--- src/verilog/adc_cfg_pkg.sv ---
// Purpose: shared constants for the converter's digital processing configuration
// Assumes: 16-bit serial frames, address byte first, msb first
// Notes: Function list below
// Function
// - Coefficient select picks built-in or user set
// - Offset correction runs only when enabled
// - Band field in bits 1:0 of 0x1d
// - Divide-by-two band codes 00/01 select low/high pass, 10/11 bypass
// - Divide-by-four band codes select four responses
// - Reset pin low makes pins serial port
// - Parallel mode: enable pin sets interface/format
// - Three control pins decode power-down and mux
// - Decimation ratio codes decode, custom-only modes
package adc_cfg_pkg;
  // ==========================================================
  // register offsets
  localparam logic [7:0] ADDR_SW_RESET = 8'h00;
  localparam logic [7:0] ADDR_PROC_CTRL = 8'h1b;
  localparam logic [7:0] ADDR_BAND = 8'h1d;
  localparam logic [7:0] ADDR_COEF_BASE = 8'h40;
  // ==========================================================
  // field positions
  localparam int SW_RESET_BIT = 1;
  localparam int OFFS_EN_BIT = 7;
  localparam int COEF_SEL_BIT = 5;
  localparam int DECIM_EN_BIT = 4;
  localparam int ODD_TAP_BIT = 3;
  localparam int RATE_LSB = 0;
  localparam int BAND_LSB = 0;
  // ==========================================================
  // reset values
  localparam logic [2:0] RATE_RST = 3'h0;
  localparam logic [1:0] BAND_RST = 2'h0;
  // ==========================================================
  // decimation ratio and band codes
  localparam logic [2:0] RATE_DIV2 = 3'h0;
  localparam logic [2:0] RATE_DIV4 = 3'h1;
  localparam logic [2:0] RATE_NODEC = 3'h3;
  localparam logic [2:0] RATE_DIV8 = 3'h4;
  localparam logic [1:0] BAND_00 = 2'h0;
  localparam logic [1:0] BAND_01 = 2'h1;
  localparam logic [1:0] BAND_10 = 2'h2;
  localparam logic [1:0] BAND_11 = 2'h3;
  // ==========================================================
  // filter response codes
  localparam logic [2:0] RESP_BYPASS = 3'h0;
  localparam logic [2:0] RESP_LP_FS4 = 3'h1;
  localparam logic [2:0] RESP_HP_FS4 = 3'h2;
  localparam logic [2:0] RESP_LP_FS8 = 3'h3;
  localparam logic [2:0] RESP_BP_3FS16 = 3'h4;
  localparam logic [2:0] RESP_BP_5FS16 = 3'h5;
  localparam logic [2:0] RESP_HP_3FS8 = 3'h6;
  localparam logic [2:0] RESP_CUSTOM = 3'h7;
  // ==========================================================
  // framing, pins and timing
  localparam logic [4:0] FRAME_BITS = 5'h10;
  localparam int COEF_TAPS = 24;
  localparam int EST_SHIFT = 8;
  localparam int NPINS = 7;
  localparam int PIN_RST = 0;
  localparam int PIN_SCLK = 1;
  localparam int PIN_DATA = 2;
  localparam int PIN_ENABLE = 3;
  localparam int PIN_CTRL_LO = 4;
  typedef enum logic [1:0] {
    ST_IDLE = 2'b01,
    ST_SHIFT = 2'b10
  } port_state_type;
endpackage : adc_cfg_pkg

--- src/verilog/coef_mem.sv ---
// Purpose: user coefficient storage with registered read
// Assumes: single write port, single read port, same clock
// Notes: contents are not cleared by reset, only overwritten
module coef_mem #(
  parameter int DEPTH = 24,
  parameter int WIDTH = 8
) (
  input wire logic clk,
  input wire logic we,
  input wire logic [$clog2(DEPTH)-1:0] waddr,
  input wire logic [WIDTH-1:0] wdata,
  input wire logic [$clog2(DEPTH)-1:0] raddr,
  output logic [WIDTH-1:0] rdata_r
);
  logic [WIDTH-1:0] mem [DEPTH];

  // ==========================================================
  // storage; read data lags the address by one edge
  always_ff @(posedge clk) begin
    if (we) begin
      mem[waddr] <= wdata;
    end
    rdata_r <= mem[raddr];
  end
endmodule : coef_mem

--- src/verilog/adc_decim_filter_config.sv ---
// Purpose: dual-purpose control pins, serial config port, filter setup, offset correction
// Assumes: pins are asynchronous to clk; reset_pin high means parallel control
// Notes: serial bits sampled on the rising edge of the filtered clock pin
module adc_decim_filter_config
  import adc_cfg_pkg::*;
#(
  parameter int SAMPLE_W = 11,
  parameter int COEF_W = 8
) (
  input wire logic clk,
  input wire logic rst_n,
  input wire logic reset_pin,
  input wire logic serial_clock_pin,
  input wire logic serial_config_data_pin,
  input wire logic serial_transfer_enable_pin,
  input wire logic control_input_one,
  input wire logic control_input_two,
  input wire logic control_input_three,
  input wire logic [SAMPLE_W-1:0] sample_in,
  input wire logic sample_valid,
  input wire logic [4:0] coef_rd_addr,
  output logic [COEF_W-1:0] coef_rd_data,
  output logic coef_use_user,
  output logic [2:0] decim_ratio,
  output logic decim_enable,
  output logic odd_tap_enable,
  output logic [2:0] filter_response,
  output logic offset_corr_active,
  output logic [SAMPLE_W-1:0] sample_out,
  output logic sample_out_valid,
  output logic parallel_mode,
  output logic gain_ref_ctrl,
  output logic iface_fmt_ctrl,
  output logic [2:0] ctrl_mode_code
);
  localparam int EST_W = SAMPLE_W + EST_SHIFT;

  typedef struct packed {
    logic [NPINS-1:0][2:0] sync;
    logic [NPINS-1:0] pin_r;
    logic [NPINS-1:0] pin_prev;
    port_state_type state;
    logic [15:0] shift_r;
    logic [4:0] bit_cnt;
    logic offs_en;
    logic coef_user;
    logic decim_en;
    logic odd_tap;
    logic [2:0] rate;
    logic [1:0] band;
    logic user_eff;
    logic [2:0] response;
    logic [EST_W-1:0] est;
    logic [SAMPLE_W-1:0] smp_out;
    logic smp_vld;
    logic gain_ref;
    logic iface_fmt;
    logic [2:0] ctrl_code;
  } state_type;

  state_type s_r;
  state_type s_nxt;
  logic [NPINS-1:0] pins;
  logic coef_we;
  logic [4:0] coef_waddr;
  logic [COEF_W-1:0] coef_wdata;
  logic par;
  logic sclk_rise;
  logic enable_rise;
  logic commit;
  logic signed [EST_W-1:0] diff;
  logic [7:0] waddr_full;

  assign pins = {control_input_three, control_input_two, control_input_one,
                 serial_transfer_enable_pin, serial_config_data_pin,
                 serial_clock_pin, reset_pin};

  // ==========================================================
  // next-state logic
  always_comb begin
    s_nxt = s_r;
    coef_we = 1'b0;
    coef_waddr = 5'h00;
    coef_wdata = '0;
    diff = '0;
    waddr_full = 8'h00;
    // three-stage pin filter; a level counts once stages two and three agree
    for (int p = 0; p < NPINS; p++) begin
      s_nxt.sync[p] = {s_r.sync[p][1:0], pins[p]};
      if (s_r.sync[p][1] == s_r.sync[p][2]) begin
        s_nxt.pin_r[p] = s_r.sync[p][2];
      end
    end
    s_nxt.pin_prev = s_r.pin_r;
    par = s_r.pin_r[PIN_RST];
    sclk_rise = s_r.pin_r[PIN_SCLK] & ~s_r.pin_prev[PIN_SCLK];
    enable_rise = s_r.pin_r[PIN_ENABLE] & ~s_r.pin_prev[PIN_ENABLE];
    commit = 1'b0;

    case (s_r.state)
      ST_IDLE: begin
        s_nxt.bit_cnt = 5'h00;
        if (!par && !s_r.pin_r[PIN_ENABLE]) begin
          s_nxt.state = ST_SHIFT;
        end
      end
      ST_SHIFT: begin
        if (par) begin
          s_nxt.state = ST_IDLE;
        end else if (enable_rise) begin
          commit = (s_r.bit_cnt == FRAME_BITS);
          s_nxt.state = ST_IDLE;
        end else if (sclk_rise && !s_r.pin_r[PIN_ENABLE]) begin
          s_nxt.shift_r = {s_r.shift_r[14:0], s_r.pin_r[PIN_DATA]};
          // extra bits keep the last sixteen but spoil the count, so the frame is dropped
          if (s_r.bit_cnt != FRAME_BITS + 5'h01) begin
            s_nxt.bit_cnt = s_r.bit_cnt + 5'h01;
          end
        end
      end
      default: begin
        s_nxt.state = ST_IDLE;
      end
    endcase

    // register writes
    if (commit) begin
      waddr_full = s_r.shift_r[15:8];
      if (waddr_full == ADDR_PROC_CTRL) begin
        s_nxt.offs_en = s_r.shift_r[OFFS_EN_BIT];
        s_nxt.coef_user = s_r.shift_r[COEF_SEL_BIT];
        s_nxt.decim_en = s_r.shift_r[DECIM_EN_BIT];
        s_nxt.odd_tap = s_r.shift_r[ODD_TAP_BIT];
        s_nxt.rate = s_r.shift_r[RATE_LSB +: 3];
      end
      if (waddr_full == ADDR_BAND) begin
        s_nxt.band = s_r.shift_r[BAND_LSB +: 2];
      end
      if (waddr_full >= ADDR_COEF_BASE && waddr_full < ADDR_COEF_BASE + 8'(COEF_TAPS)) begin
        coef_we = 1'b1;
        coef_waddr = 5'(waddr_full - ADDR_COEF_BASE);
        coef_wdata = s_r.shift_r[7:0];
      end
    end

    // pin pulse or software reset restores defaults
    // parallel mode holds processing at defaults
    if (par || (commit && waddr_full == ADDR_SW_RESET && s_r.shift_r[SW_RESET_BIT])) begin
      s_nxt.offs_en = 1'b0;
      s_nxt.coef_user = 1'b0;
      s_nxt.decim_en = 1'b0;
      s_nxt.odd_tap = 1'b0;
      s_nxt.rate = RATE_RST;
      s_nxt.band = BAND_RST;
    end

    s_nxt.user_eff = s_r.coef_user || (s_r.decim_en &&
                     (s_r.rate == RATE_NODEC || s_r.rate == RATE_DIV8));

    s_nxt.response = RESP_BYPASS;
    if (s_r.decim_en) begin
      case (s_r.rate)
        RATE_DIV2: begin
          if (s_r.band == BAND_00) s_nxt.response = RESP_LP_FS4;
          else if (s_r.band == BAND_01) s_nxt.response = RESP_HP_FS4;
        end
        RATE_DIV4: begin
          case (s_r.band)
            BAND_00: s_nxt.response = RESP_LP_FS8;
            BAND_01: s_nxt.response = RESP_BP_3FS16;
            BAND_10: s_nxt.response = RESP_BP_5FS16;
            default: s_nxt.response = RESP_HP_3FS8;
          endcase
        end
        RATE_NODEC, RATE_DIV8: s_nxt.response = RESP_CUSTOM;
        default: s_nxt.response = RESP_BYPASS;
      endcase
    end

    // offset correction: slow running mean subtracted from the stream
    if (!s_r.offs_en) begin
      s_nxt.est = '0;
      if (sample_valid) s_nxt.smp_out = sample_in;
    end else if (sample_valid) begin
      diff = $signed({sample_in, {EST_SHIFT{1'b0}}}) - $signed(s_r.est);
      s_nxt.est = EST_W'($signed(s_r.est) + (diff >>> EST_SHIFT));
      s_nxt.smp_out = SAMPLE_W'(sample_in - s_r.est[EST_W-1 -: SAMPLE_W]);
    end
    s_nxt.smp_vld = sample_valid;

    // parallel levels; gain and format are zero in serial mode, control code follows its pins in both modes
    s_nxt.gain_ref = par & s_r.pin_r[PIN_SCLK];
    s_nxt.iface_fmt = par & s_r.pin_r[PIN_ENABLE];
    s_nxt.ctrl_code = s_r.pin_r[PIN_CTRL_LO +: 3];
  end

  // ==========================================================
  // state register
  always_ff @(posedge clk or negedge rst_n) begin
    if (!rst_n) begin
      s_r <= '0;
      s_r.state <= ST_IDLE;
      // enable pin idles high on its pull-up; starting at zero would fake a frame end
      s_r.sync[PIN_ENABLE] <= 3'h7;
      s_r.pin_r[PIN_ENABLE] <= 1'b1;
      s_r.pin_prev[PIN_ENABLE] <= 1'b1;
    end else begin
      s_r <= s_nxt;
    end
  end

  coef_mem #(.DEPTH(COEF_TAPS), .WIDTH(COEF_W)) u_coef_mem (
    .clk(clk),
    .we(coef_we),
    .waddr(coef_waddr),
    .wdata(coef_wdata),
    .raddr(coef_rd_addr),
    .rdata_r(coef_rd_data)
  );

  // ==========================================================
  // outputs
  assign coef_use_user = s_r.user_eff;
  assign decim_ratio = s_r.rate;
  assign decim_enable = s_r.decim_en;
  assign odd_tap_enable = s_r.odd_tap;
  assign filter_response = s_r.response;
  assign offset_corr_active = s_r.offs_en;
  assign sample_out = s_r.smp_out;
  assign sample_out_valid = s_r.smp_vld;
  assign parallel_mode = s_r.pin_r[PIN_RST];
  assign gain_ref_ctrl = s_r.gain_ref;
  assign iface_fmt_ctrl = s_r.iface_fmt;
  assign ctrl_mode_code = s_r.ctrl_code;
endmodule : adc_decim_filter_config

--- config.mk ---
export PLATFORM = sky130hd
export DESIGN_NAME = adc_decim_filter_config
export DESIGN_NICKNAME = d
export VERILOG_FILES = /design/src/verilog/adc_cfg_pkg.sv /design/src/verilog/coef_mem.sv /design/src/verilog/adc_decim_filter_config.sv
export SDC_FILE = /design/constraint.sdc
export NUM_CORES = 1
export LEC_CHECK = 0
export ABC_AREA = 1
export BUFFER_PORTS_ARGS = -buffer_cell sky130_fd_sc_hd__clkbuf_2
export CAP_MARGIN = 15
export CORE_UTILIZATION = 35
export CTS_CLUSTER_DIAMETER = 50
export CTS_CLUSTER_SIZE = 28
export DETAILED_ROUTE_END_ITERATION = 12
export PLACE_DENSITY_LB_ADDON = 0.2
export SLEW_MARGIN = 20
export SYNTH_ARGS = -nofsm -noshare
export SYNTH_HDL_FRONTEND = slang
export SYNTH_SLANG_ARGS = --single-unit
--- constraint.sdc ---
create_clock -name clk -period 4.3 [get_ports clk]
set_input_delay 0.86 -clock clk [delete_from_list [all_inputs] [get_ports clk]]
set_output_delay 0.86 -clock clk [all_outputs]
set_load 0.005 [all_outputs]
# Yosys cells after proc, flatten, opt, wreduce, memory -nomap -nowiden
# Memory sizes are Yosys's and may differ from the RTL's. A register that Yosys moved wholly into a read port is not among the register bits.
# Cells that the tools add are included.
# classes
bitwise,8
n_eq_ne,25
muxes,33
reduce_logical,24
n_lt_le_gt_ge,2
addsub,5
# ops
operator,count
two-way mux 30 bit,2
two-way mux 5 bit,6
two-way mux 8 bit,3
adder 19 x 11 -> 19 bit,1
subtractor 19 bit,1
two-way mux 9 bit,2
case mux 3 bit (3 select lines),2
"== test 8 x 5 -> 1 bit, second input constant",2
two-way mux 2 bit,6
"inequality test 2 bit, second input constant",6
two-way mux 11 bit,1
subtractor 11 bit,1
case mux 5 bit (2 select lines),1
"greater-or-equal comparator 8 x 7 -> 1 bit, second input constant",1
logical NOT 8 bit,1
"< comparator 8 x 7 -> 1 bit, second input constant",1
nonzero test 2 bit,4
== test 1 bit,7
two-way mux 1 bit,7
two-way mux 7 bit,1
logical AND 1 bit,6
AND reduction 2 bit,3
"adder 5 x 1 -> 5 bit, second input constant",1
"== test 5 bit, second input constant",1
other kinds (19),30
# word_totals
out_inout_bits,36
input_bits,26
mem_bits_rw,192
mem_count,1
reg_bits,104
elab_cells,130
# memory_table
name,depth,width,rd,rd_ports_with_merged_regs,wr,line_no,text
u_coef_mem.mem,24,8,1,1,1,coef_mem.sv:15,logic [WIDTH-1:0] mem [DEPTH];

# Longest topological paths before layout
# depth
ltp_word,12
ltp_mapped,21
depth_no_buf,21

# By module
# From an unflattened synthesis, not the netlist that was laid out.
# hier_totals
cells_unflattened,1471
area_unflattened_um2,14422.6
# modules_own_cells
module,n_inst,seq_area_each_um2,cells_each,area_per_inst_um2
coef_mem,1,5925.7,762,8370.5
adc_decim_filter_config,1,2560.0,709,6052.1

# Worst setup path before layout
# Ideal clock, no wire load.
# synth_timing
kind,input to register
startpoint,input port sample_in[8]
endpoint,register s_r[32] (netlist name)
path_buffers,1
stages,19
setup_ns,0.117
slack_ns,1.026
t_arrival_ns,3.157
required_ns,4.183
path_cell_list,ha_1 buf_2 nand2_1 inv_1 nand2_1 nand2_1 a21oi_2 nand2_1 nand2_1 nand2_1 ha_1 nand2_1 inv_1 a21oi_1 nor2_1 nor3_1 nand3_1 nand3_1 nand2_1
# synth_between
elab_chain_cells,4
# synth_rtl
item,line_no,text
start: declaration,adc_decim_filter_config.sv:19,"input wire logic [SAMPLE_W-1:0] sample_in,"
subtractor 19 bit,adc_decim_filter_config.sv:185,"diff = $signed({sample_in, {EST_SHIFT{1'b0}}}) - $signed(s_r.est);"
adder 19 x 11 -> 19 bit,adc_decim_filter_config.sv:186,s_nxt.est = EST_W'($signed(s_r.est) + (diff >>> EST_SHIFT));
two-way mux 30 bit,adc_decim_filter_config.sv:184,end else if (sample_valid) begin
two-way mux 30 bit,adc_decim_filter_config.sv:181,if (!s_r.offs_en) begin
end signal: assignment,adc_decim_filter_config.sv:208,s_r <= s_nxt;
end: declaration,adc_decim_filter_config.sv:61,state_type s_r;
# Every way passes these cells. The select of a mux whose other input is x is not followed.
# A chain may end at the register's enable or synchronous reset.

# Worst setup path in the final report
# layout_timing
startpoint,register s_r[32] (netlist name)
endpoint,register s_r[32] (netlist name)
# layout_between
elab_chain_cells,4
# layout_rtl
item,line_no
subtractor 19 bit,adc_decim_filter_config.sv:185
adder 19 x 11 -> 19 bit (*),adc_decim_filter_config.sv:186
two-way mux 30 bit (*),adc_decim_filter_config.sv:184
two-way mux 30 bit (*),adc_decim_filter_config.sv:181
# Every way passes the cells marked *; elsewhere a longest branch is shown, timed or not. The select of a mux whose other input is x is not followed.

==> impl_metrics.env <==
export IMPL_arrival_ns=3.75
export IMPL_leakage_nw=5.550
export IMPL_grt_pass1_wl_um=51620
export IMPL_clkLatencyLatePin_ns=0.53
export IMPL_async_flop_share_pct=33.77
export IMPL_tns_ns=0
export IMPL_diodes=0
export IMPL_cts_tree="built"
export IMPL_grt_usage_pct=17.06
export IMPL_start_util_pct=35.76
export IMPL_dp_hpwl_um=21000
export IMPL_vias=9255
export IMPL_drt_pre_antenna_iters=5
export IMPL_postPlaceCellArea_um2=14290
export IMPL_finalPower_w=0.006613
export IMPL_setup_slack_ns=0.9665
export IMPL_final_nets=1381
export IMPL_routed_via_density=4.987
export IMPL_core_area_um2=37930
export IMPL_nFillCells=3719
export IMPL_synth_fp_nets=1333
export IMPL_drt_initial_drc_count=637
export IMPL_cts_root_buf="clkbuf_16"
export IMPL_synth_edf_count=192
export IMPL_required_ns=4.72
export IMPL_pre_cts_slack_ns=0.4505
export IMPL_max_freq_mhz=300.0
export IMPL_finalSetupViolCount=0
export IMPL_hold_viol_final=0
export IMPL_remaining_drc_errors=0
export IMPL_rsz0062_at_grt="false"
export IMPL_die_w_um=198.9
export IMPL_antenna_found_initial=0
export IMPL_max_slew_margin_pct=35.85
export IMPL_postCtsSetupBuffers=0
export IMPL_cp_start_kind="register"
export IMPL_ctsLongestPathBuffers=3
export IMPL_cts_hold_buf=0
export IMPL_ir_drop_mv=0.2273
export IMPL_areaGrowthSynthToFinish_pct=14.31
export IMPL_die_h_um=198.9
export IMPL_synth_top_flop_cell="edfxtp_1"
export IMPL_maxCapViolations=0
export IMPL_slew_viol_final=0
export IMPL_worst_pin_slew_ns=0.9622
export IMPL_fin_skew_ns=0.03178
export IMPL_post_cts_resized=0
export IMPL_finalCritPeriodShare_pct=77.52
export IMPL_yosysSeqAreaShare_pct=62.55
export IMPL_layoutNonFillerInstCount=1856
export IMPL_cp_end_kind="register"
export IMPL_drive_gt1_share_pct=12.94
export IMPL_synth_cell_types=51
export IMPL_hold_path_class="register to register"
export IMPL_grt_max_degree=97
export IMPL_port_buffers=61
export IMPL_finalCriticalPeriod_ns=3.334
export IMPL_yosysWarnings=0
export IMPL_clkTransAtPathRegs_ns=0.06
export IMPL_ant_nets=0
export IMPL_grt_overflow_total=0
export IMPL_routed_wl_um=32500
export IMPL_cts_sinks=302
export IMPL_syn_inst=1270
export IMPL_ys_ff_latch=302
export IMPL_drt_wirelength_per_cell_um=17.51
export IMPL_synth_area_um2=13570
export IMPL_syn_avg_cell_area_um2=10.68
export IMPL_grt_pass1_vias=9227
export IMPL_pin_count=62
export IMPL_gp_congestion=0.8963
export IMPL_dieArea_um2=39550
export IMPL_seq_area_um2=8486
export IMPL_htreeDepth=2
export IMPL_dp_cells=1792
export IMPL_path_class="register to register"
export IMPL_status="completed"
export IMPL_path_max_fanout=8
export IMPL_finalInstanceArea_um2=15510
export IMPL_numCtsBuffers=35
export IMPL_fp_row_count=71
export IMPL_multiInputGateArea_um2=4319
export IMPL_p_per_area_nw_per_um2=426.4
==> stage by stage <==
| step | util [%] | hold slack (ns) |
|---|---|---|
| after floorplan | - | 0.3312 |
| after global placement | 37.66 | 0.3322 |
| after detailed placement | 37.66 | 0.3379 |
| after CTS | 40.88 | 0.3513 |
| after global routing | 40.88 | 0.3589 |
| final | 40.88 | 0.3490 |
==> critical path, cell delays in order (launching register included) <==
cell and delay [ns]:
dfrtp_1 0.42, inv_1 0.10, ha_1 0.42, nand2_1 0.16, nor3_2 0.20, nand2_1 0.12
nand2_1 0.10, nand2_1 0.08, nand2_1 0.28, ha_1 0.35, nand2_1 0.15, inv_1 0.05
a21oi_1 0.24, nor2_1 0.08, nor3_1 0.22, nand3_1 0.11, nand3_1 0.08, nand2_1 0.06
==> power breakdown <==
part	internal (W)	total [W]	switching, W
logic	0.000132	0.000401	0.000269
clock network	0.00174	0.00307	0.00133
registers	0.00311	0.00315	0.0000331
==> layout make-up <==
type                    count  share of cell area, %
flip-flops and latches    302                  54.72
multi-input cells         797                  27.85
clock buffers              39                  5.882
well taps                 511                  4.123
repair buffers             79                  2.937
inverters                 103                  2.493
clock inverters            25                  1.993
==> sequential cells by signal (all words and copies together) (netlist names), 3 cells and up <==
signal and count:
s_nxt 20, ctrl_mode_code 3, decim_ratio 3, s_r 54, u_coef_mem.mem 192, filter_response 3, sample_out 11, u_coef_mem.rdata_r 8
==> placed cells by master, fill, tap and decap left out, types with 36 or more instances in the layout <==
cell type	count
edfxtp_1	192
nand3_1	49
nor2_1	173
a21oi_1	47
o21ai_0	144
nand2_1	168
dfrtp_1	96
inv_1	96
clkbuf_16	36
clkbuf_2	60
o221ai_1	38
==> layer usage <==
| metal | up-vias | share of wire (%) | GRT usage [%] |
|---|---|---|---|
| li1 | 4535 | - | - |
| met1 | 4451 | 48 | 24.01 |
| met2 | 232 | 45 | 26.60 |
| met3 | 37 | 5.5 | 3.459 |
| met4 | 0 | 1.8 | 4.729 |
| met5 | - | 0 | 0 |
==> synth_stat cells (8+ instances only) <==
cell type,instances,share of area [%]
edfxtp_1,192,43
nor2_1,173,4.8
nand2_1,168,4.6
o21ai_0,144,5.3
dfrtp_1,96,18
inv_1,96,2.7
nand3_1,49,1.8
a21oi_1,47,1.7
o221ai_1,38,2.5
ha_1,35,3.2
o21ai_1,33,1.2
clkbuf_1,27,0.75
buf_4,25,1.4
xor2_1,18,1.2
o22ai_1,17,0.78
buf_2,14,0.52
dfxtp_1,8,1.2
==> kinds of logic after synthesis <==
logic type	share of synthesized area [%]
and+or+nand+nor	13.20
adders and majority gates	4.040
buffers and inverters	5.608
AOI/OAI and AO/OA	13.12
DFF	62.55
xor gates and xnor gates	1.485
==> worst paths after layout <==
kind / start / end / slack, ns / cells after the start
worst max-delay path: s_r[32] / s_r[32] / 0.97 / 17
worst min-delay path: s_nxt[99] / s_nxt[100] / 0.35 / 0
worst max register to register: s_r[32] / s_r[32] / 0.97 / 17
worst min register to register: s_nxt[99] / s_nxt[100] / 0.35 / 0
max in group asynchronous: rst_n / s_r[33] / 3.04 / 2
min in group asynchronous: rst_n / gain_ref_ctrl / 0.39 / 1
No activity file was read; power rests on OpenSTA's default activity.
